**src/include/ehb_pkg.sv**
```systemverilog
// Shared constants for the external bus hold arbiter.
// Assumes a single 200 MHz system clock and active-low arbitration pins.
package ehb_pkg;

  // ==========================================================================
  // Arbitration state machine.
  typedef enum logic [1:0] {
    EHB_ST_OWN   = 2'b00,
    EHB_ST_DRAIN = 2'b01,
    EHB_ST_HOLD  = 2'b10
  } ehb_state_t;

  // ==========================================================================
  // Pin levels and reset values.
  localparam logic PIN_INACTIVE = 1'b1;
  localparam logic PIN_ACTIVE = 1'b0;
  localparam logic ARMED_RST = 1'b0;
  localparam logic SLAVE_MODE = 1'b1;
  localparam int SYNC_STAGES = 3;

  // ==========================================================================
  // On-chip peripheral bus windows (fixed at build time).
  localparam int XPER_NUM = 3;
  localparam int ADDR_W = 24;
  localparam logic [ADDR_W-1:0] XPER0_BASE = 24'h00ef00;
  localparam logic [ADDR_W-1:0] XPER1_BASE = 24'h00ee00;
  localparam logic [ADDR_W-1:0] XPER2_BASE = 24'h00ed00;
  localparam logic [ADDR_W-1:0] XPER_MASK = 24'hffff00;
  localparam logic [XPER_NUM-1:0] XPER_WORD_WIDE = 3'h7;
  localparam logic [XPER_NUM-1:0] XPER_DEMUX = 3'h7;

endpackage

```
**src/hdl/ehb_arbiter.sv**
```systemverilog
// External bus hold arbiter: lets another master take the external bus.
// Assumes the bus controller reports cycle and strobe activity on mclk,
// and that pad logic resolves the enables and pull devices given here.
`timescale 1ns/1ps
`default_nettype none
module ehb_arbiter #(
  parameter int AW = ehb_pkg::ADDR_W
) (
  input wire logic mclk,
  input wire logic rst_n,
  input wire logic ce,
  input wire logic arbitration_enable,
  input wire logic slave_mode_select,
  input wire logic shared_pin_direction,
  input wire logic hold_req_n_in,
  input wire logic bus_grant_n_in,
  input wire logic ext_cycle_active,
  input wire logic ext_strobe_active,
  input wire logic ext_access_need,
  input wire logic cs_open_drain,
  input wire logic [AW-1:0] core_addr,
  output logic bus_grant_out_n,
  output logic bus_grant_oe,
  output logic bus_request_out_n,
  output logic bus_request_oe,
  output logic arb_pins_owned,
  output logic hold_active,
  output logic ext_cycle_block,
  output logic core_stall,
  output logic addr_data_oe,
  output logic ale_pulldown_en,
  output logic cmd_pullup_en,
  output logic cs_drive_oe,
  output logic shared_pin_port_ctrl,
  output logic shared_pin_oe,
  output logic [ehb_pkg::XPER_NUM-1:0] xper_sel,
  output logic xper_word,
  output logic xper_demux
);

  // ==========================================================================
  // Pin synchronisation.
  logic [1:0] pins_sync;
  logic req_low;
  logic grant_in_low;
  logic take_req;
  logic is_slave;

  // Bit 0 is the takeover request, bit 1 the grant pin used as an input.
  ehb_sync #(
    .WIDTH(2)
  ) u_sync (
    .mclk(mclk),
    .rst_n(rst_n),
    .ce(ce),
    .pin_in({bus_grant_n_in, hold_req_n_in}),
    .level_q(pins_sync)
  );

  // In slave mode the grant pin carries the partner's request, so it also
  // counts as a takeover request; that is what removes the glue logic.
  assign req_low = (pins_sync[0] == ehb_pkg::PIN_ACTIVE);
  assign grant_in_low = (pins_sync[1] == ehb_pkg::PIN_ACTIVE);
  assign take_req = req_low || (is_slave && grant_in_low);

  // ==========================================================================
  // Mode and pin ownership.
  logic armed_q;

  assign is_slave = (slave_mode_select == ehb_pkg::SLAVE_MODE);

  // Ownership is sticky: once enabled, the pins never return to the port.
  always_ff @(posedge mclk or negedge rst_n) begin
    if (!rst_n) begin
      armed_q <= ehb_pkg::ARMED_RST;
    end else if (ce && arbitration_enable) begin
      armed_q <= 1'b1;
    end
  end

  // ==========================================================================
  // Arbitration state machine.
  ehb_pkg::ehb_state_t state_q;
  ehb_pkg::ehb_state_t state_d;
  logic bus_quiet;

  // A strobe can trail the cycle flag, so both must be idle before release.
  assign bus_quiet = !ext_cycle_active && !ext_strobe_active;

  // Entry needs the enable bit; exit needs only the request going high.
  always_comb begin
    state_d = state_q;
    case (state_q)
      ehb_pkg::EHB_ST_OWN: begin
        if (arbitration_enable && take_req) begin
          state_d = ehb_pkg::EHB_ST_DRAIN;
        end
      end
      ehb_pkg::EHB_ST_DRAIN: begin
        if (!take_req) begin
          state_d = ehb_pkg::EHB_ST_OWN;
        end else if (bus_quiet) begin
          state_d = ehb_pkg::EHB_ST_HOLD;
        end
      end
      ehb_pkg::EHB_ST_HOLD: begin
        if (!take_req) begin
          state_d = ehb_pkg::EHB_ST_OWN;
        end
      end
      default: begin
        state_d = ehb_pkg::EHB_ST_OWN;
      end
    endcase
  end

  always_ff @(posedge mclk or negedge rst_n) begin
    if (!rst_n) begin
      state_q <= ehb_pkg::EHB_ST_OWN;
    end else if (ce) begin
      state_q <= state_d;
    end
  end

  // ==========================================================================
  // Registered pin outputs, computed from the next state so they move
  // together with the state register.
  logic grant_n_q;
  logic request_n_q;
  logic hold_q;
  logic hold_d;

  assign hold_d = (state_d == ehb_pkg::EHB_ST_HOLD);

  always_ff @(posedge mclk or negedge rst_n) begin
    if (!rst_n) begin
      grant_n_q <= ehb_pkg::PIN_INACTIVE;
      hold_q <= 1'b0;
    end else if (ce) begin
      hold_q <= hold_d;
      grant_n_q <= hold_d ? ehb_pkg::PIN_ACTIVE : ehb_pkg::PIN_INACTIVE;
    end
  end

  // The request never starts the regain itself; it only informs the
  // outside arbiter, which may then withdraw its own grant.
  always_ff @(posedge mclk or negedge rst_n) begin
    if (!rst_n) begin
      request_n_q <= ehb_pkg::PIN_INACTIVE;
    end else if (ce) begin
      request_n_q <= (hold_d && ext_access_need) ?
        ehb_pkg::PIN_ACTIVE : ehb_pkg::PIN_INACTIVE;
    end
  end

  // Pins are driven only once owned; slave mode turns the grant around.
  assign bus_grant_out_n = grant_n_q;
  assign bus_grant_oe = armed_q && !is_slave;
  assign bus_request_out_n = request_n_q;
  assign bus_request_oe = armed_q;
  assign arb_pins_owned = armed_q;

  // ==========================================================================
  // Bus interface treatment and core stall.
  assign hold_active = hold_q;
  // No new external cycle may start while draining or in hold.
  assign ext_cycle_block = (state_q != ehb_pkg::EHB_ST_OWN);
  assign core_stall = hold_q && ext_access_need;
  assign addr_data_oe = !hold_q;
  assign ale_pulldown_en = hold_q;
  assign cmd_pullup_en = hold_q;
  // Push/pull selects keep driving high in hold; open drain ones float.
  assign cs_drive_oe = !(hold_q && cs_open_drain);
  // The shared pin floats unless software set its direction bit.
  assign shared_pin_port_ctrl = hold_q;
  assign shared_pin_oe = hold_q && shared_pin_direction;

  // ==========================================================================
  // On-chip peripheral window decode.
  logic [AW-1:0] xper_base [ehb_pkg::XPER_NUM];

  assign xper_base[0] = ehb_pkg::XPER0_BASE;
  assign xper_base[1] = ehb_pkg::XPER1_BASE;
  assign xper_base[2] = ehb_pkg::XPER2_BASE;

  ehb_xbus_dec #(
    .NUM(ehb_pkg::XPER_NUM),
    .AW(AW)
  ) u_xdec (
    .addr(core_addr),
    .base(xper_base),
    .mask(ehb_pkg::XPER_MASK),
    .word_wide(ehb_pkg::XPER_WORD_WIDE),
    .demux(ehb_pkg::XPER_DEMUX),
    .sel(xper_sel),
    .hit(),
    .sel_word(xper_word),
    .sel_demux(xper_demux)
  );

  // ==========================================================================
  // Assertions.
  property p_no_entry_disabled;
    @(posedge mclk) disable iff (!rst_n || !ce)
      (state_q == ehb_pkg::EHB_ST_OWN) && !arbitration_enable |=>
        state_q == ehb_pkg::EHB_ST_OWN;
  endproperty
  a_no_entry_disabled: assert property (p_no_entry_disabled)
    else $error("hold entered while arbitration disabled");

  property p_grant_after_quiet;
    @(posedge mclk) disable iff (!rst_n || !ce)
      $fell(grant_n_q) |-> $past(bus_quiet) && $past(take_req);
  endproperty
  a_grant_after_quiet: assert property (p_grant_after_quiet)
    else $error("grant given during an active cycle");

  property p_hold_kept;
    @(posedge mclk) disable iff (!rst_n || !ce)
      (state_q == ehb_pkg::EHB_ST_HOLD) && take_req |=>
        (state_q == ehb_pkg::EHB_ST_HOLD) && !grant_n_q;
  endproperty
  a_hold_kept: assert property (p_hold_kept)
    else $error("hold left while request still low");

  property p_release;
    @(posedge mclk) disable iff (!rst_n || !ce)
      (state_q == ehb_pkg::EHB_ST_HOLD) && !take_req |=>
        grant_n_q && !hold_active && addr_data_oe;
  endproperty
  a_release: assert property (p_release)
    else $error("bus not regained after request went high");

  property p_request_in_hold;
    @(posedge mclk) disable iff (!rst_n)
      !bus_request_out_n |-> hold_q && (state_q == ehb_pkg::EHB_ST_HOLD);
  endproperty
  a_request_in_hold: assert property (p_request_in_hold)
    else $error("bus request outside hold");

  property p_armed_sticky;
    @(posedge mclk) disable iff (!rst_n)
      armed_q |=> armed_q && bus_request_oe;
  endproperty
  a_armed_sticky: assert property (p_armed_sticky)
    else $error("arbitration pins lost their function");

  property p_slave_grant_input;
    @(posedge mclk) disable iff (!rst_n)
      is_slave |-> !bus_grant_oe;
  endproperty
  a_slave_grant_input: assert property (p_slave_grant_input)
    else $error("grant driven in slave mode");

  property p_hold_pins;
    @(posedge mclk) disable iff (!rst_n)
      hold_q |-> !addr_data_oe && ale_pulldown_en && cmd_pullup_en &&
        (cs_drive_oe == !cs_open_drain);
  endproperty
  a_hold_pins: assert property (p_hold_pins)
    else $error("bus pins not released in hold");

  property p_stall;
    @(posedge mclk) disable iff (!rst_n)
      core_stall == (hold_q && ext_access_need);
  endproperty
  a_stall: assert property (p_stall)
    else $error("core stalled without external need");

  property p_drain_blocks;
    @(posedge mclk) disable iff (!rst_n || !ce)
      (state_q == ehb_pkg::EHB_ST_DRAIN) && !bus_quiet && take_req |=>
        grant_n_q;
  endproperty
  a_drain_blocks: assert property (p_drain_blocks)
    else $error("grant given before strobes ended");

  c_enter_hold: cover property (@(posedge mclk) disable iff (!rst_n)
    $fell(grant_n_q));
  c_request_in_hold: cover property (@(posedge mclk) disable iff (!rst_n)
    !bus_request_out_n ##[1:20] bus_grant_out_n);
  c_disable_in_hold: cover property (@(posedge mclk) disable iff (!rst_n)
    hold_q && !arbitration_enable);
  c_slave_hold: cover property (@(posedge mclk) disable iff (!rst_n)
    hold_q && is_slave);

endmodule
`default_nettype wire

```
**src/hdl/ehb_sync.sv**
```systemverilog
// Three-stage synchroniser for asynchronous active-low pins.
// Assumes the pins may change at any time relative to mclk.
`timescale 1ns/1ps
`default_nettype none
module ehb_sync #(
  parameter int WIDTH = 2
) (
  input wire logic mclk,
  input wire logic rst_n,
  input wire logic ce,
  input wire logic [WIDTH-1:0] pin_in,
  output logic [WIDTH-1:0] level_q
);

  // ==========================================================================
  // Per bit: a change is accepted once stages two and three agree.
  for (genvar i = 0; i < WIDTH; i++) begin : g_bit
    logic s1_q;
    logic s2_q;
    logic s3_q;
    always_ff @(posedge mclk or negedge rst_n) begin
      if (!rst_n) begin
        s1_q <= ehb_pkg::PIN_INACTIVE;
        s2_q <= ehb_pkg::PIN_INACTIVE;
        s3_q <= ehb_pkg::PIN_INACTIVE;
        level_q[i] <= ehb_pkg::PIN_INACTIVE;
      end else if (ce) begin
        s1_q <= pin_in[i];
        s2_q <= s1_q;
        s3_q <= s2_q;
        if (s2_q == s3_q) begin
          level_q[i] <= s3_q;
        end
      end
    end

    // The accepted level only moves to a value both late stages held.
    property p_sync_agree;
      @(posedge mclk) disable iff (!rst_n)
        ce && (level_q[i] != $past(level_q[i])) |->
          $past(s2_q) == $past(s3_q);
    endproperty
    a_sync_agree: assert property (p_sync_agree)
      else $error("synchroniser output moved without agreement");
  end

endmodule
`default_nettype wire

```
**src/hdl/ehb_xbus_dec.sv**
```systemverilog
// Address window decoder for the on-chip peripheral bus.
// Assumes windows are fixed and non-overlapping; every matching window is selected.
`timescale 1ns/1ps
`default_nettype none
module ehb_xbus_dec #(
  parameter int NUM = ehb_pkg::XPER_NUM,
  parameter int AW = ehb_pkg::ADDR_W
) (
  input wire logic [AW-1:0] addr,
  input wire logic [AW-1:0] base [NUM],
  input wire logic [AW-1:0] mask,
  input wire logic [NUM-1:0] word_wide,
  input wire logic [NUM-1:0] demux,
  output logic [NUM-1:0] sel,
  output logic hit,
  output logic sel_word,
  output logic sel_demux
);

  // ==========================================================================
  // One comparator per peripheral window.
  for (genvar i = 0; i < NUM; i++) begin : g_win
    assign sel[i] = ((addr & mask) == (base[i] & mask));
  end

  // Width and address-bus options follow the matching window.
  assign hit = |sel;
  assign sel_word = |(sel & word_wide);
  assign sel_demux = |(sel & demux);

endmodule
`default_nettype wire

```
**config.mk**
```make
export PLATFORM = sky130hd
export DESIGN_NAME = ehb_arbiter
export DESIGN_NICKNAME = d
export VERILOG_FILES = /design/src/include/ehb_pkg.sv /design/src/hdl/ehb_arbiter.sv /design/src/hdl/ehb_sync.sv /design/src/hdl/ehb_xbus_dec.sv
export SDC_FILE = /design/constraint.sdc
export NUM_CORES = 1
export LEC_CHECK = 0
export BUFFER_PORTS_ARGS = -buffer_cell sky130_fd_sc_hd__buf_2
export CAP_MARGIN = 40
export CORE_ASPECT_RATIO = 1.1
export CORE_MARGIN = 2
export CORE_UTILIZATION = 41
export CTS_BUF_LIST = sky130_fd_sc_hd__clkbuf_16
export CTS_CLUSTER_DIAMETER = 100
export DETAILED_ROUTE_END_ITERATION = 8
export GPL_ROUTABILITY_DRIVEN = 0
export PLACE_DENSITY = 0.82
export SYNTH_ARGS = -nofsm -noshare
export SYNTH_HDL_FRONTEND = slang
export SYNTH_SLANG_ARGS = --single-unit
```
**constraint.sdc**
```tcl
create_clock -name mclk -period 4.3 [get_ports mclk]
set_input_delay 0.86 -clock mclk [delete_from_list [all_inputs] [get_ports mclk]]
set_output_delay 0.86 -clock mclk [all_outputs]
set_load 0.05 [all_outputs]
```
==> impl_metrics.csv <==
group,metric,value,unit
outcome,status,"finished clean",
sta,setup_viol,0,
sta,worstMarginPinSlew,294.6,ps
logic_synthesis,syn_avg_cell_area,9.890,µm²
drt,num_vias,667,
worst_setup_path,required,3440,ps
floorplanning,ios,55,
floorplanning,core.rowCount,15,
global_routing,grt_pass1_wl,2339,µm
drt,ant_nets,0,
floorplanning,initial_core_util,0.4473,
cts,cts_buffers,3,
worst_setup_path,crit_type,"input pin to output port",
cts,path_clk_slew,50,ps
logic_synthesis,synth-main-ff-cell,"dfstp_2",
sta,max_freq,0.3509,GHz
sta,rsz0062_at_grt,"false",
cts,clk_path_buf_depth,2,
logic_synthesis,seq_area_frac_synth,0.5026,
logic_synthesis,synth-edff-count,0,
floorplanning,die_h,48.01,µm
logic_synthesis,synth_cell_types,25,
logic_synthesis,yosysMostFrequentCell,"dfstp_2",
drt,drtIter0Drc,9,
logic_synthesis,synthCells,73,
global_routing,antenna_found_initial,0,
finish,drive_gt1_frac,0.5517,
power_and_ir_drop,peakVddDrop,0.0003051,V
worst_setup_path,arrival,1990,ps
hold_path,min_path_type,"flop to flop",
logic_synthesis,netlist_top_cells_count,"dfstp_2, o21ai_0, nand2_1",
cts,clock_latency,240,ps
global_routing,grtUsageTotal,0.1591,
drt,viasPerCell,5.015,
run,drv_cap,0,
cts,cts_resized,0,
global_routing,grt_pass1_vias,578,
cts,ctsHoldBuffers,0,
cts,clockRootBuffer,"clkbuf_16",
finish,layout.nets,153,
sta,finClkSkew,3.435,ps
finish,fin_util,0.6240,
drt,drcViolationCount,0,
global_routing,grt_start_max_net_pins,18,
logic_synthesis,synth_area_leaders,"dfstp_2, dfrtp_1, mux2_2, o21ai_0, buf_4",
drt,drtPass1Iterations,4,
power_and_ir_drop,pwr_density_cell,548.0,mW/mm²
sta,period_needed,2850,ps
floorplanning,die_w,44.01,µm
logic_synthesis,yosys.area.top_type_share,0.3640,
drt,post_drt_wl_per_cell,11.23,µm
power_and_ir_drop,p_leak,0.4986,nW
sta,slew_viol_final,0,
placed_design,place_hpwl,1199,µm
logic_synthesis,syn_nets,109,
floorplanning,die_area,0.002113,mm²
sta,max-slew-margin-rel,0.8036,
worst_setup_path,start_kind,"input pin",
finish,area_growth_syn_to_layout,39.52,%
logic_synthesis,postSynthRegisterBits,14,
logic_synthesis,ys_warn_count,0,
global_routing,grt-ovfl-total,0,
cts,ctsHtreeMaxLevel,1,
cts,cts_tree,"yes",
cts,postCtsSetupRepairBufs,0,
drt,finalWirelength,1493,µm
cts,cts.sink_count,14,
finish,antennaDiodeCount,0,
logic_synthesis,synth_largest_area_cell,"dfstp_2",
worst_setup_path,worstPathMaxFanout,4,
placed_design,io_buffers,46,
sta,post-route-period-util,0.6628,
logic_synthesis,async_reset_ff_frac,1.000,
logic_synthesis,synth_area,721.9,µm²
floorplanning,core_area,0.001614,mm²
worst_setup_path,worstSetupEndpointType,"output port",
power_and_ir_drop,total_power,0.5520,mW
sta,tns,0,ps
sta,final_hold_viol_count,0,
[placed cells by master (no fill, tap or decap), types with 2 or more instances in the layout]
master      n
dfstp_2    10
nor3b_1     2
and2_1      2
clkbuf_16   3
nand2_1     7
buf_2      46
mux2_2      4
dfrtp_1     4
inv_1       5
nand2b_1    3
nor4b_1     2
a21oi_1     2
nor2_1      6
o21ai_0     8
[stage by stage]
step / instance area [µm²] / worst slack, ps / std cells / hold slack [ps]
2_1_floorplan: 721.9 / 914.9 / 73 / 454.6
3_5_place_dp: 928.4 / 1448 / 129 / 479.7
3_3_place_gp: 928.4 / 1464 / 129 / 469.8
5_1_grt: 1007 / 1331 / 133 / 507.5
6_report: 1007 / 1450 / 133 / 486.0
4_1_cts: 1007 / 1439 / 133 / 487.0
[sequential cells by signal, summed over array words and instances, names as in the netlist]
name	flops
u_sync.g_bit.s2_q	2
u_sync.g_bit.s3_q	2
state_q	2
bus_grant_out_n	1
ale_pulldown_en	1
u_sync.g_bit.s1_q	2
u_sync.level_q	2
arb_pins_owned	1
bus_request_out_n	1
[critical path: stages]
cell and delay [ps]:
buf_2 100, nor4b_1 300, nand4_1 210, nor3b_1 230
buf_2 290
[cell families (layout without fill, tap and decap cells)]
family                 Yosys count  count (layout)  synth area share
AO/OA/AOI/OAI                   15              15            0.1265
buffers and inverters           12              55           0.08840
flip-flops                      14              14            0.5026
multiplexers                     4               4           0.06239
AND/OR/NAND/NOR                 28              28            0.2201
[worst paths after layout]
kind                       slack (ps)  depth (start not counted)                   end                  from
min in group asynchronous         500                          1        arb_pins_owned                 rst_n
max in group asynchronous        3520                          1       bus_grant_out_n                 rst_n
min reg2reg                       490                          2  u_sync.g_bit[1].s3_q  u_sync.g_bit[1].s3_q
max reg2reg                      2790                          3       bus_grant_out_n            state_q[1]
min                               490                          2  u_sync.g_bit[1].s3_q  u_sync.g_bit[1].s3_q
max                              1450                          5           xper_sel[1]         core_addr[20]
[power by group]
group / total (mW) / switching (mW) / internal, mW
clock network: 0.172 / 0.0498 / 0.123
registers: 0.196 / 0.0226 / 0.173
logic: 0.184 / 0.127 / 0.0570
total: 0.552 / 0.199 / 0.353
[layout make-up]
cell class                      count  area, µm²
Clock buffer                        3      75.07
Tap cell                           17      21.27
Fill cell                         136      606.8
Sequential cell                    14      362.8
Multi-Input combinational cell     47      295.3
Timing Repair Buffer               46      230.2
Clock inverter                      1      3.754
Inverter                            5      18.77
[routing by layer]
layer / vias up / GRT usage / share of wire / routed length (µm)
li1: 335 / - / - / -
met1: 303 / 0.1799 / 0.39 / 576
met4: 0 / 0.07273 / 0.0067 / 10
met2: 27 / 0.2794 / 0.52 / 774
met5: - / 0 / 0 / 0
met3: 2 / 0.04906 / 0.087 / 130
(Power assumes the default switching activity.)
